### config.mk
export PLATFORM = sky130hd
export DESIGN_NAME = sample_clock_delay_detect_ctrl
export DESIGN_NICKNAME = d
export VERILOG_FILES = /design/src/rtl/clk_cond_pkg.sv /design/src/rtl/sample_clock_delay_detect_ctrl.sv /design/src/rtl/clk_presence_detector.sv
export VERILOG_INCLUDE_DIRS = /design/src /design/src/rtl
export SDC_FILE = /design/constraint.sdc
export NUM_CORES = 1
export LEC_CHECK = 0
export ABC_AREA = 1
export CAP_MARGIN = 20
export CORE_MARGIN = 2
export CORE_UTILIZATION = 40
export DETAILED_ROUTE_END_ITERATION = 6
export DONT_BUFFER_PORTS = 1
export PLACE_DENSITY = 0.62
export SLEW_MARGIN = 10
export SYNTH_ARGS = -nofsm -noshare
export SYNTH_HDL_FRONTEND = slang
export SYNTH_SLANG_ARGS = --single-unit
### constraint.sdc
create_clock -name core_clk -period 3.1 [get_ports core_clk]
set_input_delay 0.155 -clock core_clk [delete_from_list [all_inputs] [get_ports core_clk]]
set_output_delay 0.155 -clock core_clk [all_outputs]
set_load 0.02 [all_outputs]
### src/rtl/clk_cond_defs.svh
// Purpose: Offsets, reset values, field positions and timing counts of the sample clock control block
// Assumes: Register index times four gives the Avalon byte address
// Notes: Definitions only
`ifndef CLK_COND_DEFS_SVH
`define CLK_COND_DEFS_SVH

// ==========================================
// Register indices
`define IDX_DELAY_MODE 10'h110
`define IDX_SUPERFINE 10'h111
`define IDX_FINE 10'h112
`define IDX_PRES_CTRL 10'h11A
`define IDX_PRES_STAT 10'h11B
`define IDX_DCS_CTRL 10'h11C
`define IDX_SYNC_CTRL1 10'h120
`define IDX_SYNC_FLAGS 10'h128
`define IDX_IRQ_STATUS 10'h130
`define IDX_IRQ_MASK 10'h131

// ==========================================
// Reset values
`define RST_DELAY_MODE 3'h0
`define RST_SUPERFINE 8'h00
`define RST_FINE 8'hC0
`define RST_PRES_CTRL 8'h0C
`define RST_DCS_CTRL 8'h08
`define RST_IRQ 4'h0

// ==========================================
// Field positions
`define POS_PRES_EN 2
`define POS_PRES_THR_HI 4
`define POS_DCS_PWR 0
`define POS_DCS_EN 1
`define POS_FLAG_RST 6
`define IRQ_DET_RISE 0
`define IRQ_DET_FALL 1
`define IRQ_SETUP_ERR 2
`define IRQ_HOLD_ERR 3

// ==========================================
// Delay modes and limits
`define MODE_NONE 3'h0
`define MODE_FINE_LOW 3'h2
`define MODE_FINE_LOW_JIT 3'h3
`define MODE_FINE_ALL 3'h4
`define MODE_FINE_ALL_B 3'h5
`define MODE_FINE_SUPER 3'h6
`define FINE_MAX 8'hC0
`define FINE_LOW_MAX 8'h10
`define SUPERFINE_MAX 8'h80

// ==========================================
// Clock presence timing
`define CORE_CLK_MHZ 250
`define DET_WINDOW_NS 1024
`define DET_WINDOW_CYCLES ((`DET_WINDOW_NS * `CORE_CLK_MHZ) / 1000)
`define DET_PRESCALE 8
`define DET_THR_LO_MHZ 200
`define DET_THR_HI_MHZ 150
`define DET_EDGES(mhz) (((mhz) * `DET_WINDOW_NS) / (1000 * `DET_PRESCALE))

`endif

### src/rtl/clk_cond_pkg.sv
// Purpose: Shared types of the sample clock control block
// Assumes: Nothing
// Notes: Constants live in clk_cond_defs.svh
package clk_cond_pkg;
  typedef logic [11:0] bus_addr_t;
  typedef logic [31:0] bus_data_t;
  typedef logic [3:0] bus_be_t;
  typedef logic [7:0] reg_byte_t;
  typedef logic [2:0] delay_mode_t;
endpackage

### src/rtl/sample_clock_delay_detect_ctrl.sv
// Purpose: Register control of sample clock delay, clock presence, duty cycle stabilizer and sync flags
// Assumes: Avalon-MM slave with one wait state; sync error pulses come from core_clk logic
// Notes: Registers hold up to 8 bits in the low byte lane; upper bits read as zero
`timescale 1ns/1ps
`default_nettype none
`include "clk_cond_defs.svh"

module sample_clock_delay_detect_ctrl (
  input wire logic core_clk,
  input wire logic rst_b,
  input wire clk_cond_pkg::bus_addr_t avs_address,
  input wire logic avs_read,
  input wire logic avs_write,
  input wire clk_cond_pkg::bus_data_t avs_writedata,
  input wire clk_cond_pkg::bus_be_t avs_byteenable,
  output clk_cond_pkg::bus_data_t avs_readdata,
  output logic avs_waitrequest,
  input wire logic sample_div_in,
  input wire logic setup_err_pulse,
  input wire logic hold_err_pulse,
  output clk_cond_pkg::reg_byte_t fine_delay_steps,
  output clk_cond_pkg::reg_byte_t superfine_delay_steps,
  output logic dcs_power_up,
  output logic dcs_active,
  output logic setup_err_flag,
  output logic hold_err_flag,
  output logic irq
);
  import clk_cond_pkg::*;

  delay_mode_t delay_mode_reg;
  reg_byte_t superfine_reg;
  reg_byte_t fine_reg;
  reg_byte_t pres_ctrl_reg;
  reg_byte_t dcs_ctrl_reg;
  logic flag_rst_reg;
  logic [3:0] irq_status_reg;
  logic [3:0] irq_mask_reg;
  logic done_reg;
  logic clk_detected;
  logic detected_d_reg;
  logic [9:0] idx;
  logic wr_en;
  logic rd_en;
  logic [3:0] events;
  reg_byte_t fine_next;
  reg_byte_t superfine_next;
  reg_byte_t rd_next;

  function automatic reg_byte_t clamp(input reg_byte_t v, input reg_byte_t lim);
    clamp = (v > lim) ? lim : v;
  endfunction

  // ==========================================
  // Avalon slave handshake: one wait state per access
  assign idx = avs_address[11:2];
  assign avs_waitrequest = (avs_read | avs_write) & ~done_reg;
  assign wr_en = avs_write & done_reg & avs_byteenable[0];
  assign rd_en = avs_read & ~done_reg;

  // Done clears after the answer: two cycles per access
  always_ff @(posedge core_clk or negedge rst_b) begin
    if (!rst_b) begin
      done_reg <= 1'b0;
    end else begin
      done_reg <= (avs_read | avs_write) & ~done_reg;
    end
  end

  // ==========================================
  // Configuration registers
  always_ff @(posedge core_clk or negedge rst_b) begin
    if (!rst_b) begin
      delay_mode_reg <= `RST_DELAY_MODE;
      superfine_reg <= `RST_SUPERFINE;
      fine_reg <= `RST_FINE;
      pres_ctrl_reg <= `RST_PRES_CTRL;
      dcs_ctrl_reg <= `RST_DCS_CTRL;
      flag_rst_reg <= 1'b0;
      irq_mask_reg <= `RST_IRQ;
    end else if (wr_en) begin
      case (idx)
        `IDX_DELAY_MODE: delay_mode_reg <= avs_writedata[2:0];
        `IDX_SUPERFINE: superfine_reg <= avs_writedata[7:0];
        `IDX_FINE: fine_reg <= avs_writedata[7:0];
        `IDX_PRES_CTRL: pres_ctrl_reg <= avs_writedata[7:0];
        `IDX_DCS_CTRL: dcs_ctrl_reg <= avs_writedata[7:0];
        `IDX_SYNC_CTRL1: flag_rst_reg <= avs_writedata[`POS_FLAG_RST];
        `IDX_IRQ_MASK: irq_mask_reg <= avs_writedata[3:0];
        default: begin
        end
      endcase
    end
  end

  // ==========================================
  // Read data mux
  always_comb begin
    rd_next = 8'h00;
    case (idx)
      `IDX_DELAY_MODE: rd_next = {5'h00, delay_mode_reg};
      `IDX_SUPERFINE: rd_next = superfine_reg;
      `IDX_FINE: rd_next = fine_reg;
      `IDX_PRES_CTRL: rd_next = pres_ctrl_reg;
      `IDX_PRES_STAT: rd_next = {7'h00, clk_detected};
      `IDX_DCS_CTRL: rd_next = dcs_ctrl_reg;
      `IDX_SYNC_CTRL1: rd_next = {1'b0, flag_rst_reg, 6'h00};
      `IDX_SYNC_FLAGS: rd_next = {6'h00, hold_err_flag, setup_err_flag};
      `IDX_IRQ_STATUS: rd_next = {4'h0, irq_status_reg};
      `IDX_IRQ_MASK: rd_next = {4'h0, irq_mask_reg};
      default: rd_next = 8'h00;
    endcase
  end

  always_ff @(posedge core_clk or negedge rst_b) begin
    if (!rst_b) begin
      avs_readdata <= 32'h0000_0000;
    end else if (rd_en) begin
      avs_readdata <= {24'h00_0000, rd_next};
    end
  end

  // ==========================================
  // Delay mode decode
  always_comb begin
    fine_next = 8'h00;
    superfine_next = 8'h00;
    case (delay_mode_reg)
      `MODE_NONE: fine_next = 8'h00;
      `MODE_FINE_LOW, `MODE_FINE_LOW_JIT: fine_next = clamp(fine_reg, `FINE_LOW_MAX);
      `MODE_FINE_ALL, `MODE_FINE_ALL_B: fine_next = clamp(fine_reg, `FINE_MAX);
      `MODE_FINE_SUPER: begin
        fine_next = clamp(fine_reg, `FINE_MAX);
        superfine_next = clamp(superfine_reg, `SUPERFINE_MAX);
      end
      // Reserved codes 001 and 111 give no delay
      default: fine_next = 8'h00;
    endcase
  end

  always_ff @(posedge core_clk or negedge rst_b) begin
    if (!rst_b) begin
      fine_delay_steps <= 8'h00;
      superfine_delay_steps <= 8'h00;
    end else begin
      fine_delay_steps <= fine_next;
      superfine_delay_steps <= superfine_next;
    end
  end

  // ==========================================
  // Duty cycle stabilizer: active only while powered
  always_ff @(posedge core_clk or negedge rst_b) begin
    if (!rst_b) begin
      dcs_power_up <= 1'b0;
      dcs_active <= 1'b0;
    end else begin
      dcs_power_up <= dcs_ctrl_reg[`POS_DCS_PWR];
      dcs_active <= dcs_ctrl_reg[`POS_DCS_EN] & dcs_ctrl_reg[`POS_DCS_PWR];
    end
  end

  // ==========================================
  // Clock presence detection
  clk_presence_detector u_detector (
    .core_clk(core_clk),
    .rst_b(rst_b),
    .sample_div_in(sample_div_in),
    .enable(pres_ctrl_reg[`POS_PRES_EN]),
    .low_rate_sel(pres_ctrl_reg[`POS_PRES_THR_HI]),
    .detected(clk_detected)
  );

  // ==========================================
  // Sync error flags: held clear during flag reset
  always_ff @(posedge core_clk or negedge rst_b) begin
    if (!rst_b) begin
      setup_err_flag <= 1'b0;
      hold_err_flag <= 1'b0;
    end else if (flag_rst_reg) begin
      setup_err_flag <= 1'b0;
      hold_err_flag <= 1'b0;
    end else begin
      setup_err_flag <= setup_err_flag | setup_err_pulse;
      hold_err_flag <= hold_err_flag | hold_err_pulse;
    end
  end

  // ==========================================
  // Interrupt status, set wins over clear
  assign events = {hold_err_pulse & ~flag_rst_reg, setup_err_pulse & ~flag_rst_reg,
                   detected_d_reg & ~clk_detected, clk_detected & ~detected_d_reg};

  always_ff @(posedge core_clk or negedge rst_b) begin
    if (!rst_b) begin
      detected_d_reg <= 1'b0;
      irq_status_reg <= `RST_IRQ;
    end else begin
      detected_d_reg <= clk_detected;
      if (wr_en && idx == `IDX_IRQ_STATUS) begin
        irq_status_reg <= (irq_status_reg & ~avs_writedata[3:0]) | events;
      end else begin
        irq_status_reg <= irq_status_reg | events;
      end
    end
  end

  assign irq = |(irq_status_reg & irq_mask_reg);
endmodule
`default_nettype wire

### src/rtl/clk_presence_detector.sv
// Purpose: Decides whether the divided sample clock runs above a chosen rate
// Assumes: sample_div_in toggles once per DET_PRESCALE sample clock cycles
// Notes: Verdict refreshed once per counting window
`timescale 1ns/1ps
`default_nettype none
`include "clk_cond_defs.svh"

module clk_presence_detector #(
  parameter int WIN_CYCLES = `DET_WINDOW_CYCLES,
  parameter int EDGES_LO = `DET_EDGES(`DET_THR_LO_MHZ),
  parameter int EDGES_HI = `DET_EDGES(`DET_THR_HI_MHZ)
) (
  input wire logic core_clk,
  input wire logic rst_b,
  input wire logic sample_div_in,
  input wire logic enable,
  input wire logic low_rate_sel,
  output logic detected
);
  logic sync1_reg;
  logic sync2_reg;
  logic sync3_reg;
  logic [15:0] win_reg;
  logic [15:0] edge_reg;
  logic [15:0] thr;

  // ==========================================
  // Two-stage synchroniser and edge tap
  always_ff @(posedge core_clk or negedge rst_b) begin
    if (!rst_b) begin
      sync1_reg <= 1'b0;
      sync2_reg <= 1'b0;
      sync3_reg <= 1'b0;
    end else begin
      sync1_reg <= sample_div_in;
      sync2_reg <= sync1_reg;
      sync3_reg <= sync2_reg;
    end
  end

  assign thr = low_rate_sel ? 16'(EDGES_HI) : 16'(EDGES_LO);

  // ==========================================
  // Window count and verdict
  always_ff @(posedge core_clk or negedge rst_b) begin
    if (!rst_b) begin
      win_reg <= 16'h0000;
      edge_reg <= 16'h0000;
      detected <= 1'b0;
    end else if (!enable) begin
      win_reg <= 16'h0000;
      edge_reg <= 16'h0000;
      detected <= 1'b0;
    end else if (win_reg == 16'(WIN_CYCLES - 1)) begin
      win_reg <= 16'h0000;
      edge_reg <= 16'h0000;
      detected <= (edge_reg >= thr);
    end else begin
      win_reg <= win_reg + 16'h0001;
      if (sync2_reg != sync3_reg) begin
        edge_reg <= edge_reg + 16'h0001;
      end
    end
  end
endmodule
`default_nettype wire

Yosys cells after proc, flatten, opt, wreduce, memory -nomap -nowiden --
Index checks and enable logic that the tools add are counted.
Storage, ports and cells: flip-flop bits (word level) 110, logic and storage cells 97
Cells by class: reductions and logical operators 11, muxes and demuxes 17, bitwise gates (word level) 21, order comparisons 4, eq/ne operators 19, add/subtract/negate cells 2
Operators by type and width (number):
- equality test 10 x 9 -> 1 bit (second input constant) | 10
- 2-to-1 mux 16 bit | 5
- one-hot mux 8 bit (10 select lines) | 1
- adder 16 x 1 -> 16 bit (second input constant) | 2
- 2-to-1 mux 8 bit | 4
- equality test 16 x 8 -> 1 bit (second input constant) | 1
- >= comparator 16 bit | 1
- greater-than comparator 8 bit (second input constant) | 2
- one-hot mux 8 bit (2 select lines) | 1
- AND reduction 2 bit | 7
- bitwise AND 1 bit | 9
- equality test 3 bit (second input constant) | 3
- bitwise AND 4 bit | 2
- greater-than comparator 8 x 5 -> 1 bit (second input constant) | 1
- 2-to-1 mux 4 bit | 2
- bitwise OR 4 bit | 2
- equality test 3 x 2 -> 1 bit (second input constant) | 2
- 2-to-1 mux 1 bit | 4
- inverter 1 bit | 4
- inverter 4 bit | 1
- OR reduction 4 bit | 1
- != test 3 x 1 -> 1 bit (second input constant) | 1
- bitwise OR 1 bit | 3
- OR reduction 3 bit | 1
- 4 further kinds | 4

Longest topological paths before layout --
depth after elaboration 4, depth in mapped cells 11

Hierarchy --
From an unflattened synthesis, not the netlist that was laid out.
Unflattened totals: cells, all modules 709, area, all modules 5734.2 sq um
Modules (own cells, without submodules):
- sample_clock_delay_detect_ctrl | cells an instance 444, area an instance 3694.8 sq um, instances 1
- clk_presence_detector | cells an instance 265, area an instance 2039.5 sq um, instances 1

Worst setup path before layout --
Ideal clock, no wire load.
path type flip-flop to flip-flop, from reg u_detector.win_reg[0], to reg u_detector.win_reg[10], slack 1.630 ns, cell stages (with the launch flop) 11, path buffers 1, arrival 1.349 ns, clock period less this slack 1.470 ns, path through dfrtp_1 > ha_1 > nand3_1 > nor2_4 > nand2_2 > inv_2 > nand2_2 > nand2_4 > inv_2 > buf_6 > o211a_1
On the way: longest elaborated chain between the ends 3, elaborated cells on any way between the ends 4, classes of those cells add/sub: 1; eq/ne: 1; mux: 2
Ends and longest elaborated chain:
- start: declaration | line clk_presence_detector.sv:23 | logic [15:0] win_reg;
- start signal: assignment | line clk_presence_detector.sv:59 | win_reg <= win_reg + 16'h0001;
- adder 16 x 1 -> 16 bit / equality test 16 x 8 -> 1 bit (equally long branches) | line clk_presence_detector.sv:59, clk_presence_detector.sv:54
- 2-to-1 mux 16 bit (*) | line clk_presence_detector.sv:54 | end else if (win_reg == 16'(WIN_CYCLES - 1)) begin
- 2-to-1 mux 16 bit (*) | line clk_presence_detector.sv:50 | end else if (!enable) begin
Mark *: on every way between the ends. The rest lies on a longest branch, timed or not. A chain may end at the register's enable or synchronous reset.

Worst setup path in the final report --
from reg u_detector.win_reg[0], to reg u_detector.win_reg[9]
The elaborated chain is that of the path after synthesis.

==> metrics.md <==
| Metric | Value |
|---|---|
| # diodes | 0 |
| Vias/cell | 5.04 |
| Final setup vio count | 0 |
| Max-cap violations | 0 |
| Critical Path Start | u_detector.win_reg[0] |
| Peak supply drop | 282 uV |
| Routability cong. | just under 0.9 |
| Fillers | approximately 1.4k |
| GR Util met2 | approximately 27% |
| I/O Buffers | 0 |
| Vias in the first global route | 4,229 |
| Clock Tree Buf Depth | 2 |
| Critical Path Sink | u_detector.win_reg[9] |
| Final HPWL DP | 9.03 mm |
| Sequential area share after synthesis | 48.8% |
| Core area | between 10,000 and 15,000 um2 |
| Largest net degree at the start of global routing | 111 |
| Netlist cell types | between 40 and 50 |
| Die area | 15,100 um2 |
| F_max | 542 MHz |
| RR Startpoint | u_detector.win_reg[0] |
| Drt wl/cell | 14.4 um |
| Post-Route WL | 12.5 mm |
| RSZ-0062 raised after global routing | false |
| Setup tns final | 0 ns |
| Post-synth ARST share | 100% |
| GRT overflow | 0 |
| Startpoint Class | flop |
| Synth warn | 0 |
| Slew margin rel. | 59.9% |
| Placed instance area | 5700 um2 |
| Area delta synth->final | 6.93% |
| Num ports | 109 |
| Iteration-0 DRC Markers | 264 |
| HP Class | input port to flop |
| Tcrit/Tclk final | 59.5% |
| Critical Path End Type | flop |
| Final Skew | 0.00967 ns |
| DP Worst Slack | 1.23 ns |
| Synthesized area | 5650 um2 |
| # rows | 43 |
| Clk slew on worst S/H paths | about 0.070 ns |
| Vias | approximately 4.4k |
| Leak | around 2.8 nW |
| R2R depth | 10 |
| Post-synth EDFFs | 0 |
| Worst Hold Path Cells | 2 |
| Crit path arrival time | 2.12 ns |
| Global-route usage over all layers | 17.7% |
| Final Util | 43.7% |
| Flops & latches, synth | 110 |
| Post-route cell area | 6050 um2 |
| Layout cells sized above 1 | between 10 and 15% |
| Grt met1 use | 24.3% |
| Initial antenna violation count | 0 |
| Post-CTS sizing | 0 |
| R2r setup slk | 1.25 ns |
| Fin worst setup slack | between 1 and 1.5 ns |
| Measured slew at the worst slew-check pin | 0.597 ns |
| Class of the most critical setup path | flop to flop |
| Crit path max fanout | 16 |
| Chip Width | ~120 um |
| CTS H-tree lvls | 3 |
| Clk sinks | 110 |
| Antenna Nets Post-Route | 0 |
| Hold slack final | approximately 0.017 ns |
| Busiest grt layer | met2 |
| Power density over the cells | between 400 and 500 nW/um2 |
| RR Endpoint | u_detector.win_reg[9] |
| Outcome | complete, no violations |
| Root buffer cell | clkbuf_16 |
| Req. time, crit path | 3.37 ns |
| Clk_lat worst skew | 0.36 ns |
| Met3 GRT Util | 4.11% |
| First-pass DRT Iterations | 5 |
| Endpoints failing hold | 0 |
| First-pass GRT wire length | 20.7 mm |
| Num CTS Buffers | 9 |
| Min Clock Period, post-route | 1.85 ns |
| DRC | 0 |
| Slew Viols, Final | 0 |
| Mean post-synth cell area | 8.28 um2 |
| Mapped Cells | 683 |
| Commonest register cell after synthesis | dfrtp_1 |
| Die Ht | approximately 120 um |
| Final nets | roughly 750 |
| Starting Density | approximately two fifths |
| CTS tree | yes |
[Yosys cell counts (all sizes together), types with 5 or more instances]
cell | count | area, um2
dfstp | 5 | 131
nand3 | 50 | 288
a21oi | 17 | 85.1
inv | 83 | 312
o21ai | 54 | 315
dfrtp | 105 | 2630
nor3 | 17 | 106
buf | 34 | 260
nand2 | 168 | 661
nand4 | 31 | 200
xor2 | 5 | 43.8
nor2 | 88 | 414
[metrics by stage]
step	total power, W	cells
after detailed placement	0.00158	851
after CTS	0.00272	872
final	0.00270	872
after global routing	0.00279	872
after global placement	0.00158	851
after floorplan	0.00158	706
[cells by family (layout without fill, tap and decap cells)]
logic type / after synthesis / after routing / share of synthesized area, %
xor+xnor: 8 / 8 / 1.24
buf+inv: 118 / 104 / 10.2
compound gates: 78 / 78 / 8.06
simple gates: 364 / 364 / 30.8
flops: 110 / 110 / 48.8
fa+ha+maj: 4 / 4 / 0.885
other cells: 1 / 24 / 0.0663
[cell usage in the layout, fill, tap and decap left out, types with 6 or more instances in the layout]
master / count
nand3_1: 44
nand4_1: 30
o21ai_1: 30
inv_1: 72
nand2_2: 9
a21oi_1: 17
conb_1: 24
dfrtp_1: 105
nand2_1: 158
nor2_2: 6
nor2_1: 74
inv_2: 11
o21ai_0: 12
clkbuf_16: 9
nor3_1: 14
nor2_4: 7
o21ai_2: 12
[final cells by class]
class | count | area [um2] | area share, %
sequential | 110 | 2760 | 45.6
multi-input combinational | 478 | 2410 | 39.8
inverter | 83 | 312 | 5.15
clock buffer | 11 | 243 | 4.01
tap | 180 | 225 | 3.73
timing repair buffer | 5 | 67.6 | 1.12
clock inverter | 5 | 33.8 | 0.559
[power by group]
| group | switching (W) | leakage, nW | internal, W |
|---|---|---|---|
| Sequential | 0.00000550 | 1.48 | 0.00144 |
| Combinational | 0.000120 | 1.17 | 0.0000214 |
| Clock | 0.000539 | 0.132 | 0.000568 |
[how the worst min path moves through the flow]
stage / startpoint / to / slack, ns
floorplan: rst_b / avs_readdata[0] / -0.14
global placement: rst_b / u_detector.edge_reg[12] / -0.14
detailed placement: rst_b / u_detector.edge_reg[11] / -0.14
CTS: avs_writedata[7] / fine_reg[7] / 0.02
global route: avs_writedata[7] / fine_reg[7] / 0.02
finish: avs_writedata[7] / fine_reg[7] / 0.02
[critical path: stages, from the launching register on]
cell	delay, ns
dfrtp_1	0.40
ha_1	0.23
nand3_1	0.17
nor2_4	0.07
nand2_2	0.07
inv_2	0.03
nand2_2	0.08
nand2_4	0.13
inv_2	0.27
o21ai_0	0.15
a21oi_1	0.16
[per-layer routing]
layer  vias to the layer above  wire [um]
met4                         0        240
met2                       117       5700
met5                         -          0
li1                       2182          -
met1                      2078       5860
met3                        17        743
[timing repair]
item,CTS,global route
hold buffers,5,0
setup buffers,0,0
hold endpoints to repair,115,0
Note: power is estimated with default switching activity, not from simulation.
